File: config.mk
export PLATFORM = sky130hd
export DESIGN_NAME = lsi_light_top
export DESIGN_NICKNAME = d
export VERILOG_FILES = /design/src/lsi_pkg.sv /design/src/lsi_reg_if.sv /design/src/lsi_i2c_slave.sv /design/src/lsi_light_top.sv
export SDC_FILE = /design/constraint.sdc
export NUM_CORES = 1
export LEC_CHECK = 0
export ABC_AREA = 1
export BUFFER_PORTS_ARGS = -buffer_cell sky130_fd_sc_hd__buf_2
export CAP_MARGIN = 20
export CORE_MARGIN = 8
export CORE_UTILIZATION = 33
export DETAILED_ROUTE_END_ITERATION = 10
export PLACE_DENSITY = 0.55
export REMOVE_ABC_BUFFERS = 1
export SYNTH_ARGS = -nofsm -noshare
export SYNTH_HDL_FRONTEND = slang
export SYNTH_SLANG_ARGS = --single-unit
File: constraint.sdc
create_clock -name SYS_CLK -period 3.7 [get_ports SYS_CLK]
set_clock_uncertainty 0.1 [all_clocks]
set_input_delay 0.185 -clock SYS_CLK [delete_from_list [all_inputs] [get_ports SYS_CLK]]
set_output_delay 0.185 -clock SYS_CLK [all_outputs]
set_load 0.005 [all_outputs]
File: src/lsi_pkg.sv
// Shared constants for the light result and threshold interrupt block
package lsi_pkg;
    // Register offsets
    localparam logic [7:0] LSI_CMD1_OFS = 8'h00;
    localparam logic [7:0] LSI_CMD2_OFS = 8'h01;
    localparam logic [7:0] LSI_RES_LO_OFS = 8'h02;
    localparam logic [7:0] LSI_RES_HI_OFS = 8'h03;
    localparam logic [7:0] LSI_LOW_LO_OFS = 8'h04;
    localparam logic [7:0] LSI_LOW_HI_OFS = 8'h05;
    localparam logic [7:0] LSI_UPP_LO_OFS = 8'h06;
    localparam logic [7:0] LSI_UPP_HI_OFS = 8'h07;
    localparam logic [7:0] LSI_TEST_OFS = 8'h08;
    // Field positions
    localparam int LSI_PRST_LSB = 0;
    localparam int LSI_FLAG_BIT = 2;
    localparam int LSI_OPMODE_LSB = 5;
    localparam int LSI_RANGE_LSB = 0;
    localparam int LSI_RES_LSB = 2;
    // Reset values
    localparam logic [7:0] LSI_RESULT_RST = 8'h00;
    localparam logic [7:0] LSI_LOWER_RST = 8'h00;
    localparam logic [7:0] LSI_UPPER_RST = 8'hFF;
    localparam logic [7:0] LSI_TEST_VAL = 8'h00;
    localparam logic [7:0] LSI_CMD_RST = 8'h00;
    // Fixed bus target address
    localparam logic [6:0] LSI_TARGET_ADDR = 7'h44;
    // Resolution codes and their bit counts
    localparam logic [1:0] LSI_RES_16 = 2'h0;
    localparam logic [1:0] LSI_RES_12 = 2'h1;
    localparam logic [1:0] LSI_RES_8 = 2'h2;
    localparam logic [1:0] LSI_RES_4 = 2'h3;
    localparam logic [4:0] LSI_BITS_16 = 5'h10;
    localparam logic [4:0] LSI_BITS_12 = 5'h0C;
    localparam logic [4:0] LSI_BITS_8 = 5'h08;
    localparam logic [4:0] LSI_BITS_4 = 5'h04;
    // Persistence counts
    localparam logic [4:0] LSI_PRST_N0 = 5'h01;
    localparam logic [4:0] LSI_PRST_N1 = 5'h04;
    localparam logic [4:0] LSI_PRST_N2 = 5'h08;
    localparam logic [4:0] LSI_PRST_N3 = 5'h10;

    // Serial slave states
    typedef enum logic [2:0] {
        LSI_IDLE = 3'b000,
        LSI_ADDR = 3'b001,
        LSI_ACK_ADDR = 3'b010,
        LSI_RX = 3'b011,
        LSI_ACK_RX = 3'b100,
        LSI_TX = 3'b101,
        LSI_ACK_TX = 3'b110
    } lsi_state_t;
endpackage

File: src/lsi_reg_if.sv
// Byte access carrier between the serial slave and the register file
`timescale 1ns/1ps
interface lsi_reg_if;
    logic wr_stb;
    logic rd_done;
    logic frame;
    logic [7:0] addr;
    logic [7:0] wdata;
    logic [7:0] rdata;
    modport slave (output wr_stb, output rd_done, output frame, output addr, output wdata, input rdata);
    modport regs (input wr_stb, input rd_done, input frame, input addr, input wdata, output rdata);
endinterface

File: src/lsi_i2c_slave.sv
// Serial two-wire target: address match, pointer, byte writes and reads
`timescale 1ns/1ps
module lsi_i2c_slave
    import lsi_pkg::*;
(
    // Clock and reset
    input wire logic clk,
    input wire logic rst_n,
    // Bus pins
    input wire logic scl,
    input wire logic sda_in,
    output logic sda_out,
    output logic sda_oe,
    // Register side
    lsi_reg_if.slave rb
);
    typedef struct packed {
        logic scl_s1;
        logic scl_s2;
        logic scl_d;
        logic sda_s1;
        logic sda_s2;
        logic sda_d;
        lsi_state_t st;
        logic [3:0] cnt;
        logic [7:0] sh;
        logic rw;
        logic first;
        logic ack_on;
        logic [7:0] ptr;
        logic [7:0] wdata;
        logic oe;
        logic wr_stb;
        logic rd_done;
        logic frame;
    } lsi_slv_t;

    lsi_slv_t r, n;
    logic rise, fall, start, stop;
    logic [7:0] byte_in;

    ////////////////////////////////////////////////////////////////
    // Edge and condition detection on the second sync stage only
    assign rise = r.scl_s2 & ~r.scl_d;
    assign fall = ~r.scl_s2 & r.scl_d;
    assign start = r.scl_s2 & r.scl_d & r.sda_d & ~r.sda_s2;
    assign stop = r.scl_s2 & r.scl_d & ~r.sda_d & r.sda_s2;
    assign byte_in = {r.sh[6:0], r.sda_s2};

    // Next state of the target
    always_comb begin
        n = r;
        n.scl_s1 = scl;
        n.scl_s2 = r.scl_s1;
        n.scl_d = r.scl_s2;
        n.sda_s1 = sda_in;
        n.sda_s2 = r.sda_s1;
        n.sda_d = r.sda_s2;
        n.wr_stb = 1'b0;
        n.rd_done = 1'b0;
        n.frame = 1'b0;
        if (start) begin
            n.st = LSI_ADDR;
            n.cnt = 4'h0;
            n.first = 1'b1;
            n.oe = 1'b0;
            n.frame = 1'b1;
        end else if (stop) begin
            n.st = LSI_IDLE;
            n.oe = 1'b0;
            n.frame = 1'b1;
        end else if (rise) begin
            case (r.st)
                LSI_ADDR, LSI_RX: begin
                    n.sh = byte_in;
                    n.cnt = r.cnt + 4'h1;
                    if (r.cnt == 4'h7) begin
                        n.cnt = 4'h0;
                        if (r.st == LSI_ADDR) begin
                            // Hard-wired address, no strap
                            n.st = (r.sh[6:0] == LSI_TARGET_ADDR) ? LSI_ACK_ADDR : LSI_IDLE;
                            n.rw = r.sda_s2;
                        end else begin
                            n.st = LSI_ACK_RX;
                            if (r.first) begin
                                n.ptr = byte_in;
                                n.first = 1'b0;
                            end else begin
                                n.wdata = byte_in;
                                n.wr_stb = 1'b1;
                            end
                        end
                    end
                end
                LSI_TX: begin
                    n.cnt = r.cnt + 4'h1;
                    if (r.cnt == 4'h7) begin
                        n.cnt = 4'h0;
                        n.st = LSI_ACK_TX;
                        n.rd_done = 1'b1;
                    end
                end
                LSI_ACK_TX: begin
                    // Host NACK ends the read burst
                    n.ack_on = ~r.sda_s2;
                    if (r.sda_s2) begin
                        n.st = LSI_IDLE;
                    end
                end
                default: begin
                end
            endcase
        end else if (fall) begin
            case (r.st)
                LSI_ACK_ADDR, LSI_ACK_RX: begin
                    if (!r.ack_on) begin
                        n.ack_on = 1'b1;
                        n.oe = 1'b1;
                    end else begin
                        n.ack_on = 1'b0;
                        n.oe = 1'b0;
                        n.st = LSI_RX;
                        if (r.st == LSI_ACK_ADDR && r.rw) begin
                            n.st = LSI_TX;
                            n.oe = ~rb.rdata[7];
                            n.sh = {rb.rdata[6:0], 1'b0};
                        end
                    end
                end
                LSI_TX: begin
                    if (r.cnt != 4'h0) begin
                        n.oe = ~r.sh[7];
                        n.sh = {r.sh[6:0], 1'b0};
                    end
                end
                LSI_ACK_TX: begin
                    if (r.ack_on) begin
                        n.ack_on = 1'b0;
                        n.st = LSI_TX;
                        n.oe = ~rb.rdata[7];
                        n.sh = {rb.rdata[6:0], 1'b0};
                    end else begin
                        n.oe = 1'b0;
                    end
                end
                default: begin
                end
            endcase
        end
        // Pointer walks on after each data byte written or read
        if (r.wr_stb || r.rd_done) begin
            n.ptr = r.ptr + 8'h01;
        end
    end

    // State register
    always_ff @(posedge clk) begin
        if (!rst_n) begin
            r <= '{st: LSI_IDLE, scl_s1: 1'b1, scl_s2: 1'b1, scl_d: 1'b1, sda_s1: 1'b1, sda_s2: 1'b1,
                   sda_d: 1'b1, default: '0};
        end else begin
            r <= n;
        end
    end

    // Open drain: only ever pulls low
    assign sda_out = 1'b0;
    assign sda_oe = r.oe;
    assign rb.wr_stb = r.wr_stb;
    assign rb.rd_done = r.rd_done;
    assign rb.frame = r.frame;
    assign rb.addr = r.ptr;
    assign rb.wdata = r.wdata;
endmodule

File: src/lsi_light_top.sv
// Light result registers, limit compare and persistent interrupt
//
// Contract
// - Result low byte at 0x02, high byte at 0x03, both read-only.
// - Valid result width follows resolution: 16, 12, 8 or 4 bits.
// - Result is right-aligned; bit zero always in low byte bit zero.
// - Both result bytes overwritten at the end of every conversion.
// - Result bytes read zero after reset until a conversion completes.
// - Result at or below lower limit raises interrupt pin and flag.
// - Lower limit is 16 bits, low byte 0x04, high byte 0x05.
// - Lower limit bytes reset to zero.
// - Result at or above upper limit raises interrupt pin and flag.
// - Upper limit is 16 bits, low byte 0x06, high byte 0x07.
// - Upper limit bytes reset to all ones.
// - Test register at 0x08 holds zero; host leaves it alone.
// - Integration lasts two to the n oscillator cycles, n from resolution.
// - Interrupt only after 1, 4, 8 or 16 consecutive out-of-window results.
// - Pin low and flag set until a read of register 0x00 completes.
// - Resolution code 00/01/10/11 selects 16/12/8/4 bits.
// - Fixed seven-bit bus address 1000100, not changeable.
`timescale 1ns/1ps
module lsi_light_top
    import lsi_pkg::*;
(
    // Clock and reset
    input wire logic SYS_CLK,
    input wire logic RESET_N,
    // Two-wire bus
    input wire logic SCL,
    input wire logic SDA_IN,
    output logic SDA_OUT,
    output logic SDA_OE,
    // Converter front end
    input wire logic OSC_CLK,
    input wire logic [15:0] ADC_RAW,
    // Interrupt
    output logic INT_N
);
    import lsi_pkg::*;

    typedef struct packed {
        logic [2:0] opmode;
        logic [1:0] prst;
        logic flag;
        logic [3:0] cmd2;
        logic [15:0] result;
        logic [15:0] lower;
        logic [15:0] upper;
        logic osc_s1;
        logic osc_s2;
        logic osc_d;
        logic [15:0] osc_cnt;
        logic [4:0] pcnt;
        logic int_n;
        logic conv_done;
        logic [7:0] snap;
        logic snap_v;
    } lsi_top_t;

    lsi_top_t r, n;
    lsi_reg_if rb ();
    logic osc_edge, outside, trig, rd_cmd1;
    logic [15:0] aligned;
    logic [1:0] res_sel;

    ////////////////////////////////////////////////////////////////
    // Helpers

    // Bits of result for a resolution code
    function automatic logic [4:0] lsi_bits(input logic [1:0] sel);
        logic [4:0] b;
        b = LSI_BITS_16;
        case (sel)
            LSI_RES_16: b = LSI_BITS_16;
            LSI_RES_12: b = LSI_BITS_12;
            LSI_RES_8: b = LSI_BITS_8;
            default: b = LSI_BITS_4;
        endcase
        return b;
    endfunction

    // Last oscillator count of an integration, two to the n minus one
    function automatic logic [15:0] lsi_last(input logic [1:0] sel);
        logic [16:0] span;
        span = 17'h00001 << lsi_bits(sel);
        return 16'(span - 17'h00001);
    endfunction

    // Required consecutive out-of-window count
    function automatic logic [4:0] lsi_need(input logic [1:0] sel);
        logic [4:0] k;
        k = LSI_PRST_N0;
        case (sel)
            2'h0: k = LSI_PRST_N0;
            2'h1: k = LSI_PRST_N1;
            2'h2: k = LSI_PRST_N2;
            default: k = LSI_PRST_N3;
        endcase
        return k;
    endfunction

    ////////////////////////////////////////////////////////////////
    // Serial target
    lsi_i2c_slave u_slave (
        .clk(SYS_CLK),
        .rst_n(RESET_N),
        .scl(SCL),
        .sda_in(SDA_IN),
        .sda_out(SDA_OUT),
        .sda_oe(SDA_OE),
        .rb(rb.slave)
    );

    ////////////////////////////////////////////////////////////////
    // Conversion timing and compare terms
    assign res_sel = r.cmd2[LSI_RES_LSB +: 2];
    assign osc_edge = r.osc_s2 & ~r.osc_d;
    // Front end delivers full scale; keep the top n bits at the bottom
    assign aligned = ADC_RAW >> (5'h10 - lsi_bits(res_sel));
    // Compare against the value being stored, not the old one
    assign outside = (aligned <= r.lower) || (aligned >= r.upper);
    assign trig = r.conv_done && (r.pcnt >= lsi_need(r.prst));
    assign rd_cmd1 = rb.rd_done && (rb.addr == LSI_CMD1_OFS);

    ////////////////////////////////////////////////////////////////
    // Register read mux, if-chain decode
    always_comb begin
        rb.rdata = 8'h00;
        if (rb.addr == LSI_CMD1_OFS) begin
            rb.rdata = {r.opmode, 2'b00, r.flag, r.prst};
        end else if (rb.addr == LSI_CMD2_OFS) begin
            rb.rdata = {4'h0, r.cmd2};
        end else if (rb.addr == LSI_RES_LO_OFS) begin
            rb.rdata = r.result[7:0];
        end else if (rb.addr == LSI_RES_HI_OFS) begin
            rb.rdata = r.snap_v ? r.snap : r.result[15:8];
        end else if (rb.addr == LSI_LOW_LO_OFS) begin
            rb.rdata = r.lower[7:0];
        end else if (rb.addr == LSI_LOW_HI_OFS) begin
            rb.rdata = r.lower[15:8];
        end else if (rb.addr == LSI_UPP_LO_OFS) begin
            rb.rdata = r.upper[7:0];
        end else if (rb.addr == LSI_UPP_HI_OFS) begin
            rb.rdata = r.upper[15:8];
        end else if (rb.addr == LSI_TEST_OFS) begin
            rb.rdata = LSI_TEST_VAL;
        end
    end

    ////////////////////////////////////////////////////////////////
    // Next state
    always_comb begin
        n = r;
        n.osc_s1 = OSC_CLK;
        n.osc_s2 = r.osc_s1;
        n.osc_d = r.osc_s2;
        n.conv_done = 1'b0;
        // Host writes; result and test registers ignore writes
        if (rb.wr_stb) begin
            if (rb.addr == LSI_CMD1_OFS) begin
                n.opmode = rb.wdata[LSI_OPMODE_LSB +: 3];
                n.prst = rb.wdata[LSI_PRST_LSB +: 2];
            end else if (rb.addr == LSI_CMD2_OFS) begin
                n.cmd2 = rb.wdata[3:0];
            end else if (rb.addr == LSI_LOW_LO_OFS) begin
                n.lower[7:0] = rb.wdata;
            end else if (rb.addr == LSI_LOW_HI_OFS) begin
                n.lower[15:8] = rb.wdata;
            end else if (rb.addr == LSI_UPP_LO_OFS) begin
                n.upper[7:0] = rb.wdata;
            end else if (rb.addr == LSI_UPP_HI_OFS) begin
                n.upper[15:8] = rb.wdata;
            end
        end
        // Low byte read freezes the high byte for the rest of the burst
        if (rb.rd_done && rb.addr == LSI_RES_LO_OFS) begin
            n.snap = r.result[15:8];
            n.snap_v = 1'b1;
        end
        if (rb.frame) begin
            n.snap_v = 1'b0;
        end
        // Integration counter; >= copes with a shrink in resolution mid-count
        if (osc_edge) begin
            if (r.osc_cnt >= lsi_last(res_sel)) begin
                n.osc_cnt = 16'h0000;
                n.conv_done = 1'b1;
                n.result = aligned;
                // Persistence count saturates at the largest setting
                if (outside) begin
                    n.pcnt = (r.pcnt == LSI_PRST_N3) ? r.pcnt : r.pcnt + 5'h01;
                end else begin
                    n.pcnt = 5'h00;
                end
            end else begin
                n.osc_cnt = r.osc_cnt + 16'h0001;
            end
        end
        // Clear by finished read of command one; a new trigger wins
        if (rd_cmd1) begin
            n.flag = 1'b0;
            n.int_n = 1'b1;
        end
        if (trig) begin
            n.flag = 1'b1;
            n.int_n = 1'b0;
        end
    end

    // State register, synchronous reset
    always_ff @(posedge SYS_CLK) begin
        if (!RESET_N) begin
            r <= '0;
            r.opmode <= LSI_CMD_RST[7:5];
            r.prst <= LSI_CMD_RST[1:0];
            r.cmd2 <= LSI_CMD_RST[3:0];
            r.result <= {LSI_RESULT_RST, LSI_RESULT_RST};
            r.lower <= {LSI_LOWER_RST, LSI_LOWER_RST};
            r.upper <= {LSI_UPPER_RST, LSI_UPPER_RST};
            r.int_n <= 1'b1;
        end else begin
            r <= n;
        end
    end

    assign INT_N = r.int_n;

    ////////////////////////////////////////////////////////////////
    // Checks
    a_int_tracks_flag: assert property (@(posedge SYS_CLK) disable iff (!RESET_N)
        INT_N == !r.flag) else $error("interrupt pin and flag disagree");

    a_result_held: assert property (@(posedge SYS_CLK) disable iff (!RESET_N)
        !r.conv_done |-> $stable(r.result) || $past(!RESET_N))
        else $error("result changed outside a conversion end");

    a_result_width: assert property (@(posedge SYS_CLK) disable iff (!RESET_N)
        r.conv_done |-> (r.result >> lsi_bits($past(res_sel))) == 16'h0000)
        else $error("result wider than resolution");

    a_lower_trips: assert property (@(posedge SYS_CLK) disable iff (!RESET_N)
        (r.conv_done && r.result <= r.lower && r.prst == 2'h0) |=> r.flag)
        else $error("lower limit hit did not set flag");

    a_upper_trips: assert property (@(posedge SYS_CLK) disable iff (!RESET_N)
        (r.conv_done && r.result >= r.upper && r.prst == 2'h0) |=> !INT_N)
        else $error("upper limit hit did not drive pin");

    a_inside_quiet: assert property (@(posedge SYS_CLK) disable iff (!RESET_N)
        (!r.flag && !trig) |=> !r.flag) else $error("flag set without persistence met");

    a_flag_clear: assert property (@(posedge SYS_CLK) disable iff (!RESET_N)
        (rd_cmd1 && !trig) |=> (!r.flag && INT_N)) else $error("command read did not clear");

    a_persist_reset: assert property (@(posedge SYS_CLK) disable iff (!RESET_N)
        (osc_edge && r.osc_cnt >= lsi_last(res_sel) && !outside) |=> r.pcnt == 5'h00)
        else $error("persistence count not cleared on an inside result");

    a_reset_values: assert property (@(posedge SYS_CLK)
        $past(!RESET_N) && RESET_N |-> r.result == 16'h0000 && r.lower == 16'h0000 && r.upper == 16'hFFFF)
        else $error("bad reset values");

    a_conv_period: assert property (@(posedge SYS_CLK) disable iff (!RESET_N)
        r.conv_done |-> r.osc_cnt == 16'h0000) else $error("counter not restarted at conversion end");
endmodule

### After elaboration in Yosys (flattened, before gate mapping)

Cells that the tools add are included.

* muxes and demuxes: 72
* shift operators: 2
* magnitude comparators: 4
* multiply operators: 0
* reductions and logical operators: 51
* add/subtract/negate cells: 6
* equality and inequality tests: 44
* bitwise operators: 29
* div/mod/pow operators: 0

Operators with widths (count)
* $mux W8: 18
* $mux W16: 6
* $eq A8 B3 Y1 const B: 4
* $ge A16 B16 Y1: 2
* $mux W31: 1
* $pmux W5 S3: 2
* $pmux W8 S3: 1
* $mux W1: 21
* $mux W3: 7
* $not A1 Y1: 21
* $reduce_and A7 Y1: 3
* $mux W5: 4
* $reduce_bool A2 Y1: 10
* $add A16 B1 Y16 const B: 1
* $eq A8 B2 Y1 const B: 2
* $le A16 B16 Y1: 1
* $reduce_and A8 Y1: 2
* $shl A1 B5 Y16 const A: 1
* $shr A16 B5 Y16: 1
* $sub A16 B1 Y16 const B: 1
* $reduce_and A5 Y1: 3
* $mux W7: 2
* $ne A2 B2 Y1 const B: 6
* $ne A3 B1 Y1 const B: 4
* 47 further kinds: 84

* bits in latches: 0
* register bits: 137
* input port bits: 21
* bits in writable memories: 0
* word-level logic and storage cells: 245
* output and inout bits: 3
* ROM bits: 0
* memories: 0

### Depth between registers and ports, before layout

Gate-level depths: netlist of the first run.

* word-level depth: 17
* gate-level depth with buffers: 26
* mapped depth without buffers: 25

### Modules after synthesis

From an unflattened synthesis of the first run, not the netlist that was laid out.

* cell total of the unflattened synthesis: 1195
* area total of the unflattened synthesis: 8554.5 µm²

By module, submodules not included
* lsi_light_top: cells an instance 791, area each 5831.8 µm², instances 1, sequential area each 1861.8 µm²
* lsi_i2c_slave: cells an instance 404, area each 2722.6 µm², instances 1, sequential area each 880.8 µm²

### Least setup slack after synthesis of the first run

Ideal clock, no wire load.

* path kind: register -> register
* start point: register r[85] (netlist bit)
* end point: register r[12] (netlist bit)
* data required time: 3536 ps
* path slack: 633 ps
* arrival: 2904 ps
* clock period less this slack: 3067 ps
* path buffers: 2
* library setup time: 64 ps
* cell stages (with the launch flop): 23
* path through: dfxtp_1 -> inv_1 -> ha_1 -> clkbuf_1 -> inv_1 -> nand2_1 -> nand2_1 -> clkbuf_1 -> o31ai_1 -> ha_1 -> nand2_1 -> inv_1 -> nand2_1 -> nand2_1 -> nand2_1 -> nand2_1 -> nand2_1 -> nand3_1 -> o21bai_1 -> nand2_1 -> inv_1 -> nor2_1 -> nor2_1

* word-level cells in the longest chain between the ends: 8
* elaborated cells on any way between the ends: 16
* those cells by class: 2 x add/sub; 3 x order compare; 3 x eq/ne; 2 x shift; 3 x mux; 3 x reduce/logical

RTL lines
* start, declared: RTL line lsi_light_top.sv:60 `lsi_top_t r, n;`
* start signal, assigned: RTL line lsi_light_top.sv:222 `r <= n;`
* $eq A2 B2 Y1, or another cell as far along: RTL line lsi_light_top.sv:73 `case (sel)`
* $pmux W5 S3 *: RTL line lsi_light_top.sv:73
* $sub A5 B5 Y5 *: RTL line lsi_light_top.sv:119 `assign aligned = ADC_RAW >> (5'h10 - lsi_bits(res_sel));`
* $shr A16 B5 Y16 *: RTL line lsi_light_top.sv:119
* net aligned[3]: RTL line lsi_light_top.sv:63 `logic [15:0] aligned;`
* $le A16 B16 Y1 / $ge A16 B16 Y1 (equally long branches): RTL line lsi_light_top.sv:121 `assign outside = (aligned <= r.lower) || (aligned >= r.upper);`
* $logic_or A1 B1 Y1 *: RTL line lsi_light_top.sv:121
* $ne A2 B2 Y1 (no source line)
* $reduce_and A3 Y1 (no source line)

Mark *: on every way through the listed nets, which the timed path passes. The rest lies on a longest branch. The select of a mux whose other input is x is not followed.
A chain may end at the register's enable or synchronous reset.

### Final worst setup path of the first run

* start point: register r[86] (netlist bit)
* end point: register r[12] (netlist bit)

* word-level cells in the longest chain between the ends: 8
* elaborated cells on any way between the ends: 16
* those cells by class: 2 x add/sub; 3 x order compare; 3 x eq/ne; 2 x shift; 3 x mux; 3 x reduce/logical

RTL lines (RTL line)
* $eq A2 B2 Y1, or another cell as far along: lsi_light_top.sv:73
* $pmux W5 S3 *: lsi_light_top.sv:73
* $sub A5 B5 Y5: lsi_light_top.sv:119
* $shr A16 B5 Y16: lsi_light_top.sv:119
* $le A16 B16 Y1 / $ge A16 B16 Y1 (equally long branches): lsi_light_top.sv:121
* $logic_or A1 B1 Y1: lsi_light_top.sv:121
* $ne A2 B2 Y1 (no source line)
* $reduce_and A3 Y1 (no source line)

Mark *: on every way between the ends. The rest lies on a longest branch, timed or not. The select of a mux whose other input is x is not followed.

==> key figures, run 1 <==
Clock tree
  – CTS Buffer Depth: 2
  – Clk sinks: 137
  – Clock-pin slew on the worst setup and hold paths: 0.06 ns
  – Post-CTS Setup Inserts: 0
  – CTS tree: done
  – Clk Latency, worst-skew pair: 0.42 ns
  – CTS buffer count: 17
  – Clock root buffer: clkbuf_16
  – Htree depth: 4

STA
  – Setup TNS: 0 ns
  – Max-slew headroom: 52.3%
  – Slew Limit Fails: 0
  – Final period util: 91.7%
  – Worst slew pin tran: 0.712 ns
  – Final Hold Vio Count: 0
  – RSZ-0062 raised after global routing: false
  – Fmax: 0.295 GHz
  – Tmin final: 3.39 ns
  – Final setup vio count: 0

Worst setup path
  – Worst-path cell chain: inv_1 -> ha_1 -> nor2_4 -> inv_1 -> buf_4 -> nand2_1 -> o21ai_0 -> o21ai_0 -> ha_1 -> nand2_1 -> inv_1 -> nand2_1 -> nand2_1 -> nand2_1 -> nand2_1 -> nand2_1 -> nand3_1 -> o21bai_2 -> nand2_1 -> inv_1 -> nor2_1 -> nor2_1
  – Reg2reg path depth: 22
  – Worst setup path start: r[86]
  – Crit path top cell by count: nand2_1
  – Delay-heaviest family, CP: simple AND/OR/NAND/NOR gates
  – Worst Path Max Fanout: 8
  – Worst Path Required: 3.96 ns
  – Startpoint types: flip-flop
  – Critical setup path kind: reg2reg
  – Critical path buffers and inverters: 5
  – Setup crit end kind: flip-flop
  – Slowest stage delay, CP: 0.41 ns
  – Reg2reg end: r[12]
  – Critical Path AT: 3.65 ns
  – Slowest cell on crit path: o21ai_0
  – Internal reg-to-reg setup slack: 0.31 ns
  – Worst R2R Start: r[86]

Final layout
  – Post-layout util: 38.3%
  – Post-layout nets: 1279
  – Share of layout cells above drive strength 1: 11.2%
  – FF+latch area: 2740 um2
  – FILL cells: 2569
  – Multi-input gate area: 4660 um2
  – N_diodes: 0
  – Synthesis-to-layout area growth: 14.1%

Routing
  – Initial DRC Count: 636
  – Post-Route WL: 23600 um
  – DR DRC count: 0
  – Drt pass-1 iters: 5
  – Drt via density: 4.97
  – Final ANT Viol Nets: 0
  – Wire per inst: 15.4 um
  – Via Count: 7586

Global route
  – All-Layer GR Usage: 15.3%
  – Largest net degree at the start of global routing: 62
  – Gr ovfl total: 0
  – First-pass GRT wire length: 37100 um
  – Number of global-route vias before repair: 6998
  – Initial antenna violation count: 0

Logic synthesis
  – Main synth FF type: dfxtp_1
  – Synth cell types: 49
  – Post-synth top area cell: dfxtp_1
  – Mapped cell area: 8170 um2
  – Asr flop ratio synth: 0%
  – Gate Count Post-Synth: 1161
  – Synth cell count leaders: nand2_1, inv_1, dfxtp_1
  – Synth Register Bits: 137
  – Yosys warns: 0
  – Most common cell in the synthesized netlist: nand2_1
  – Synthesized area per cell: 7.04 um2
  – Register area share after synthesis: 33.6%
  – Number of synthesized flops with an enable pin: 0
  – Top post-synthesis cells by area: dfxtp_1, ha_1, nand2_1
  – Top-area cell type share of the netlist area: 33.6%

Floorplanning
  – Die area: 30100 um2
  – Row cnt: 57
  – Total I/O pin count: 24
  – Die W: 173 um
  – Core area: 24300 um2
  – Initial Util: 33.6%
  – Chip height: 173 um

Placed design
  – Placer Congestion: 0.957
  – Hpwl dp: 18000 um
  – Number of port buffers: 22

Outcome
  – Status: finished, final reports clean

Power
  – Peak supply drop: 219 uV
  – PwrDens: 369 nW/um2
  – Pleak: 4.22 nW

Min path
  – Hold EP: r[80]
  – Worst hold path class: in2reg
  – Hold path start: ADC_RAW[13]
  – Hold path depth: 5

Run
  – Max Cap Viol: 0
[stage by stage]
step           hold slack, ns  worst slack (ns)  total power (W)  cells  instance area, um2
2_1_floorplan           0.154             0.372          0.00161   1131                8040
3_3_place_gp            0.268             0.197          0.00168   1491                8660
3_5_place_dp            0.274            0.0921          0.00168   1491                8660
4_1_cts                 0.117            0.0752          0.00347   1525                9300
5_1_grt                 0.138            0.0242          0.00355   1525                9320
6_report                0.132             0.307          0.00344   1525                9320
[routing by layer]
layer	GRT usage [%]	vias up	wire, um
met1	20.7	3452	11400
met3	3.22	34	1210
met2	23.9	188	10400
li1	-	3912	-
met5	0	-	0
met4	4.67	0	492
[how the worst max path moves through the flow]
| stage | end | slack (ns) | cells after the start |
|---|---|---|---|
| global placement | r[11] | 0.20 | 21 |
| global route | r[12] | 0.02 | 22 |
| floorplan | r[12] | 0.37 | 21 |
| detailed placement | r[12] | 0.09 | 21 |
| finish | r[12] | 0.31 | 22 |
| CTS | r[11] | 0.08 | 21 |
[where the power goes]
group	total [W]	switching, W	internal (W)
Sequential	0.00149	0.00000740	0.00148
Combinational	0.000161	0.000105	0.0000565
Clock	0.00179	0.000669	0.00112
[what timing repair did]
action                                  4_1_cts  5_1_grt
resized for setup                             0        6
hold endpoints to repair                      3        0
endpoints found under the setup margin        0        5
hold buffers                                  3        0
[layout make-up]
class	instances	share of cell area, %
multi-input combinational	819	50.0
sequential	137	29.4
inverter	175	7.05
clock buffer	22	5.09
clock inverter	9	1.48
tap	324	4.35
timing repair buffer	39	2.63
[state kept, by name, indices dropped and copies added (netlist names)]
name,flops
r,90
u_slave.byte_in,8
u_slave.n,3
u_slave.rb.wr_stb,1
INT_N,1
u_slave.sda_oe,1
u_slave.r,13
n,2
u_slave.rb.frame,1
u_slave.rb.addr,8
u_slave.rb.rd_done,1
u_slave.rb.wdata,8
[kinds of logic after synthesis]
kind of cell | synth area share [%]
AO/OA/AOI/OAI | 18.5
XOR/XNOR | 1.29
adder cells (fa/ha/maj) | 10.6
buffers and inverters | 9.75
flip-flops | 33.6
other | 0.0459
AND/OR/NAND/NOR | 26.3
[cell usage in the layout, fill, tap and decap left out, types with 7 or more instances in the layout]
cell and count:
o21ai_1 23, inv_1 150, buf_2 22, o211ai_1 19
inv_2 22, nor3_1 19, o21ai_0 76, buf_4 14
xor2_1 8, a21oi_1 117, nand4_1 19, nor2_1 102
o22ai_1 8, nand3_1 60, nor2_2 9, clkbuf_16 17
nand2_1 208, ha_1 69, dfxtp_1 137, a31oi_1 7
nor2_4 11
[worst register-to-register path, cell delays in order (launching register included)]
cell and delay (ns):
dfxtp_1 0.40, inv_1 0.12, ha_1 0.23, nor2_4 0.19, inv_1 0.16, buf_4 0.18
nand2_1 0.05, o21ai_0 0.08, o21ai_0 0.41, ha_1 0.33, nand2_1 0.06, inv_1 0.05
nand2_1 0.06, nand2_1 0.05, nand2_1 0.05, nand2_1 0.04, nand2_1 0.05, nand3_1 0.17
o21bai_2 0.22, nand2_1 0.13, inv_1 0.09, nor2_1 0.04, nor2_1 0.09
Note: power is estimated with default switching activity, not from simulation.
==> run 2: changes to the inputs <==
--- a/config.mk
+++ b/config.mk
@@ -5,7 +5,6 @@
 export SDC_FILE = /design/constraint.sdc
 export NUM_CORES = 1
 export LEC_CHECK = 0
-export ABC_AREA = 1
 export BUFFER_PORTS_ARGS = -buffer_cell sky130_fd_sc_hd__buf_2
 export CAP_MARGIN = 20
 export CORE_MARGIN = 8
==> run 2 against run 1 <==
Against the previous run: utilization down 0.58 points; clock power down 10%; setup slack worse by 0.035 ns; hold slack better by 0.038 ns; via count decreased by 11%; register-to-register slack got worse by 0.04 ns; sequential power about the same; maximum frequency is 1.0% lower; sequential cell count stayed put; combinational power fell by 11%; sequential share of layout area is 0.73 points higher; critical path type unchanged; largest power group unchanged.
==> key figures, run 2 <==
Worst setup path
  – Worst-path cell chain: buf_4 -> ha_1 -> nor2_1 -> buf_4 -> mux4_2 -> inv_1 -> ha_1 -> nor2b_1 -> o21ai_1 -> a31oi_1 -> or4_1 -> nand4_1 -> buf_4 -> nand2_1 -> o221ai_2
  – Critical path buffers and inverters: 4
  – Worst Path Max Fanout: 14
  – Delay-heaviest family, CP: simple AND/OR/NAND/NOR gates
  – Startpoint types: flip-flop
  – Slowest stage delay, CP: 0.51 ns
  – Crit path top cell by count: buf_4
  – Worst Path Required: 3.93 ns
  – Critical Path AT: 3.66 ns
  – Critical setup path kind: reg2reg
  – Slowest cell on crit path: mux4_2
  – Setup crit end kind: flip-flop

Final layout
  – Max FFs per register: 90
  – Commonest non-fill, non-tap cell in the layout: dfxtp_1
  – Synthesis-to-layout area growth: 13.5%
  – N_diodes: 0
  – Post-layout nets: 1062
  – Biggest registers after layout: r x90, u_slave.r x13
  – Share of layout cells above drive strength 1: 10.7%
  – FILL cells: 2520
  – Reg with most FFs: r
  – Most frequent cells in the layout: dfxtp_1, nor2_1, nand2_1
  – Final non-filler cell total: 1308

STA
  – Slew Limit Fails: 0
  – Max-slew headroom: 40.3%
  – Final period util: 92.6%
  – Fmax: 0.292 GHz
  – Final setup vio count: 0
  – Final Hold Vio Count: 0
  – RSZ-0062 raised after global routing: false
  – Worst slew pin tran: 0.896 ns
  – Fin Hold WS: 0.170 ns
  – Tmin final: 3.43 ns

Power
  – Sequential Power Share: 46.0%
  – NetSw: 0.000781 W
  – Clock Power Share: 49.6%
  – Switching Fraction: 24.1%
  – Int Pwr: 0.00246 W
  – PwrDens: 356 nW/um2
  – Peak supply drop: 195 uV
  – Share of total power in combinational logic: 4.4%
  – Total Power: 0.00324 W
  – Pleak: 3.76 nW

Logic synthesis
  – Synth Register Bits: 137
  – Synth cell count leaders: dfxtp_1, nor2_1, nand2_1
  – Post-synth top area cell: dfxtp_1
  – Most common cell in the synthesized netlist: dfxtp_1
  – Synthesized area per cell: 8.40 um2
  – Gate Count Post-Synth: 954
  – Mapped cell area: 8020 um2
  – Top post-synthesis cells by area: dfxtp_1, ha_1, mux2i_1
  – Yosys warns: 0
  – Asr flop ratio synth: 0%
  – Register area share after synthesis: 34.2%
  – Main synth FF type: dfxtp_1
  – Top-area cell type share of the netlist area: 34.2%
  – Synth cell types: 70
  – Number of synthesized flops with an enable pin: 0

Clock tree
  – Clock-pin slew on the worst setup and hold paths: 0.06 ns
  – Clk sinks: 137
  – Htree depth: 4
  – Clock root buffer: clkbuf_16
  – Clk Latency, worst-skew pair: 0.42 ns
  – CTS tree: done
  – CTS buffer count: 17
  – CTS Buffer Depth: 2

Run
  – Max Cap Viol: 0

Outcome
  – Status: finished, final reports clean

Routing
  – Final ANT Viol Nets: 0
  – Wire per inst: 16.5 um
  – Drt via density: 5.16
  – Drt pass-1 iters: 5
  – Initial DRC Count: 491
  – Via Count: 6744
  – Post-Route WL: 21500 um
  – DR DRC count: 0

Global route
  – Gr ovfl total: 0
  – All-Layer GR Usage: 14.9%
  – Initial antenna violation count: 0
  – First-pass GRT wire length: 34500 um
  – Number of global-route vias before repair: 6303
  – Largest net degree at the start of global routing: 78

Floorplanning
  – Total I/O pin count: 24
  – Row cnt: 57
  – Core area: 24100 um2
  – Die area: 29500 um2
  – Chip height: 172 um
  – Initial Util: 33.3%
  – Die W: 172 um

Min path
  – Worst hold path class: in2reg

Placed design
  – Hpwl dp: 15800 um
  – Placer Congestion: 0.867
  – Number of port buffers: 22
  – Placed Cells: 1270
-- run 2: cell types whose count changed after synthesis, sizes merged, moves of 13 or more --
cell,change
inv,-116
clkbuf,+13
nand2,-117
mux2i,+76
nand3,-34
nand2b,+13
a21oi,-66
o21ai,-66
-- run 2: kinds of logic (layout without fill, tap and decap cells) --
kind of cell             Yosys count  in the layout  share of synthesized area (%)
XOR/XNOR                          17             17                           1.86
AND/OR/NAND/NOR                  358            358                           21.1
multiplexers                      83             83                           11.2
other                              1              2                         0.0468
AO/OA/AOI/OAI                    184            184                           15.4
adder cells (fa/ha/maj)           70             70                           10.9
buffers and inverters            104            133                           5.31
flip-flops                       137            137                           34.2
-- run 2: layout make-up --
| cell class | count | area [um2] | share of cell area (%) |
|---|---|---|---|
| clock buffer | 17 | 425 | 4.68 |
| multi-input combinational | 714 | 4890 | 53.7 |
| tap | 324 | 405 | 4.46 |
| sequential | 137 | 2740 | 30.2 |
| timing repair buffer | 46 | 299 | 3.29 |
| inverter | 56 | 210 | 2.31 |
| clock inverter | 14 | 128 | 1.40 |
-- run 2: power by group through the flow --
stage | combinational [W] | clock (W) | sequential [W]
3_5_place_dp | 0.000138 | 0 | 0.00152
4_1_cts | 0.000145 | 0.00165 | 0.00149
6_report | 0.000144 | 0.00161 | 0.00149
2_1_floorplan | 0.0000783 | 0 | 0.00152
3_3_place_gp | 0.000138 | 0 | 0.00152
5_1_grt | 0.000160 | 0.00172 | 0.00149
-- run 2: worst reg2reg max path, stage by stage (launching register included) --
cell,delay (ns)
dfxtp_1,0.31
buf_4,0.15
ha_1,0.24
nor2_1,0.10
buf_4,0.21
mux4_2,0.51
inv_1,0.14
ha_1,0.14
nor2b_1,0.05
o21ai_1,0.19
a31oi_1,0.12
or4_1,0.41
nand4_1,0.11
buf_4,0.16
nand2_1,0.15
o221ai_2,0.25
-- run 2: per-layer routing --
layer | wire length [um] | track usage (%)
met2 | 10100 | 24.4
met3 | 484 | 2.05
met4 | 415 | 5.43
met5 | 0 | 0
met1 | 10500 | 19.9
-- run 2: path summary, 6_finish.rpt --
| path | startpoint | endpoint | slack (ns) | cells after the start |
|---|---|---|---|---|
| hold / removal | ADC_RAW[15] | r[82] | 0.17 | 4 |
| setup reg to reg | r[85] | r[12] | 0.27 | 15 |
| setup / recovery | r[85] | r[12] | 0.27 | 15 |
| hold reg to reg | u_slave.rb.frame | r[0] | 0.30 | 1 |
-- run 2: repair_timing --
item | CTS | global route
pin swaps | 1 | 1
setup buffers | 2 | 0
endpoints found under the setup margin | 4 | 5
hold buffers | 3 | 0
resized for setup | 1 | 7
endpoints found under the hold margin | 3 | 0
-- run 2: stage by stage --
step                      cell area [um2]  utilization (%)  TNS (ns)  worst slack [ns]
after detailed placement             8450             35.1    -0.140           -0.0697
after floorplan                      7810                -         0             0.297
after global routing                 9100             37.7         0           0.00231
after global placement               8450             35.1         0            0.0269
after CTS                            9050             37.5         0            0.0849
final                                9100             37.7         0             0.272
==> run 3: changes to the inputs <==
--- a/config.mk
+++ b/config.mk
@@ -7,10 +7,13 @@
 export LEC_CHECK = 0
 export BUFFER_PORTS_ARGS = -buffer_cell sky130_fd_sc_hd__buf_2
 export CAP_MARGIN = 20
+export CELL_PAD_IN_SITES_DETAIL_PLACEMENT = 0
+export CELL_PAD_IN_SITES_GLOBAL_PLACEMENT = 1
 export CORE_MARGIN = 8
 export CORE_UTILIZATION = 33
 export DETAILED_ROUTE_END_ITERATION = 10
-export PLACE_DENSITY = 0.55
+export HOLD_SLACK_MARGIN = 0.12
+export PLACE_DENSITY = 0.66
 export REMOVE_ABC_BUFFERS = 1
 export SYNTH_ARGS = -nofsm -noshare
 export SYNTH_HDL_FRONTEND = slang
==> run 3 against run 2 <==
Against the previous run: utilization is 0.33 points higher; largest power group unchanged; non-clock buffer count increased by 5; clock power up 11%; setup slack better by 0.029 ns; critical path depth decreased by 1; first-iteration DRC count grew 2.9%; maximum frequency up 0.84%; cell area is 0.87% higher.
==> key figures, run 3 (synthesis results as in run 2) <==
Outcome
  – Status: finished, final reports clean

Clock tree
  – Clk sinks: 137
  – CTS tree: done
  – CTS Buffer Depth: 2
  – Clock root buffer: clkbuf_16
  – Clk Latency, worst-skew pair: 0.43 ns
  – CTS buffer count: 17
  – Clock-pin slew on the worst setup and hold paths: 0.07 ns
  – Htree depth: 4

Worst setup path
  – Worst R2R Start: r[86]
  – Startpoint types: flip-flop
  – Setup crit end kind: flip-flop
  – Worst Path Required: 3.91 ns
  – Reg2reg path depth: 14
  – CP endpoint: r[13]
  – Worst setup path start: r[86]
  – Internal reg-to-reg setup slack: 0.30 ns
  – Reg2reg end: r[13]
  – Critical Path AT: 3.61 ns
  – Worst Path Max Fanout: 8
  – Critical setup path kind: reg2reg

Routing
  – Wire per inst: 17.2 um
  – Initial DRC Count: 505
  – Via Count: 6805
  – Final ANT Viol Nets: 0
  – Drt via density: 5.18
  – DR DRC count: 0
  – Drt pass-1 iters: 5
  – Post-Route WL: 22600 um

Final layout
  – Max FFs per register: 90
  – FILL cells: 2538
  – Post-layout nets: 1067
  – Post-layout util: 38.1%
  – Reg with most FFs: r
  – Share of layout cells above drive strength 1: 10.9%
  – Commonest non-fill, non-tap cell in the layout: dfxtp_1
  – Final instance area: 9180 um2
  – Synthesis-to-layout area growth: 14.5%
  – Biggest registers after layout: r x90, u_slave.r x13
  – N_diodes: 0
  – Most frequent cells in the layout: dfxtp_1, nor2_1, nand2_1

Floorplanning
  – Chip height: 172 um
  – Row cnt: 57
  – Total I/O pin count: 24
  – Initial Util: 33.3%
  – Die area: 29500 um2
  – Core area: 24100 um2
  – Die W: 172 um

Placed design
  – Placed cell area: 8490 um2
  – Worst slack at placement: -0.0257 ns
  – Number of port buffers: 22
  – Hpwl dp: 16600 um
  – Placer Congestion: 0.876

STA
  – Fmax: 0.294 GHz
  – Fin Hold WS: 0.159 ns
  – Slew Limit Fails: 0
  – Final setup vio count: 0
  – Final period util: 91.9%
  – Worst slew pin tran: 0.838 ns
  – Final worst slack: 0.301 ns
  – Setup TNS: 0 ns
  – Max-slew headroom: 44.1%
  – Tmin final: 3.40 ns
  – Final Hold Vio Count: 0
  – RSZ-0062 raised after global routing: false

Global route
  – First-pass GRT wire length: 36500 um
  – Number of global-route vias before repair: 6486
  – Gr ovfl total: 0
  – Initial antenna violation count: 0
  – All-Layer GR Usage: 15.8%
  – Largest net degree at the start of global routing: 47

Min path
  – Worst hold path class: in2reg

Power
  – Peak supply drop: 279 uV
  – PwrDens: 372 nW/um2
  – Pleak: 3.80 nW

Run
  – Max Cap Viol: 0
[run 3: changes by cell type in the layout (fill, tap and decap cells not counted), sizes merged]
| cell | delta |
|---|---|
| inv | +8 |
| clkinv | -9 |
| bufinv | +1 |
| clkinvlp | +1 |
| buf | +5 |
[run 3: worst min path at each step]
stage	cells past startpoint	start	slack, ns	endpoint
CTS	4	ADC_RAW[1]	0.15	r[68]
finish	4	ADC_RAW[1]	0.16	r[68]
floorplan	1	RESET_N	0.15	u_slave.r[41]
detailed placement	2	SDA_IN	0.27	u_slave.n[39]
global placement	2	SCL	0.27	u_slave.n[42]
global route	4	ADC_RAW[1]	0.18	r[68]
[run 3: final cells by class]
cell class / instances / area [um2] / area share [%]
clock buffers: 17 / 425 / 4.64
clock inverters: 15 / 179 / 1.95
inverters: 56 / 210 / 2.29
well taps: 324 / 405 / 4.42
multi-input cells: 714 / 4870 / 53.0
repair buffers: 51 / 345 / 3.76
flip-flops and latches: 137 / 2740 / 29.9
[run 3: per-stage QoR]
step / cells / power [W]
2_1_floorplan: 907 / 0.00160
3_3_place_gp: 1275 / 0.00166
3_5_place_dp: 1275 / 0.00166
4_1_cts: 1311 / 0.00345
5_1_grt: 1314 / 0.00354
6_report: 1314 / 0.00341
[run 3: timing repair]
action | 4_1_cts | 5_1_grt
setup buffers | 1 | 2
resized for setup | 0 | 5
pin swaps | 1 | 1
cloned | 0 | 0
setup endpoints to repair | 4 | 5
endpoints found under the hold margin | 3 | 0
hold buffers | 3 | 0
[run 3: power breakdown]
part / total, W / switching [W] / internal, W
registers: 0.00149 / 0.00000814 / 0.00148
clock network: 0.00178 / 0.000757 / 0.00102
logic: 0.000145 / 0.0000905 / 0.0000542
total: 0.00341 / 0.000855 / 0.00256
[run 3: routing by layer]
layer,GRT usage [%],up-vias,wire length (um)
met5,0,-,0
li1,-,3447,-
met4,5.81,0,524
met3,2.24,31,617
met2,25.4,122,10400
met1,21.3,3205,11000
[run 3: worst max-delay path, cell delays in order, from the launching register on]
cell	delay, ns
dfxtp_2	0.37
inv_1	0.11
ha_1	0.21
or2_2	0.40
mux2i_1	0.15
mux2i_1	0.20
ha_1	0.28
and3_1	0.21
a221o_1	0.35
a31oi_1	0.14
or4_1	0.13
nand4_1	0.09
buf_4	0.20
a32o_1	0.19
o21bai_1	0.14
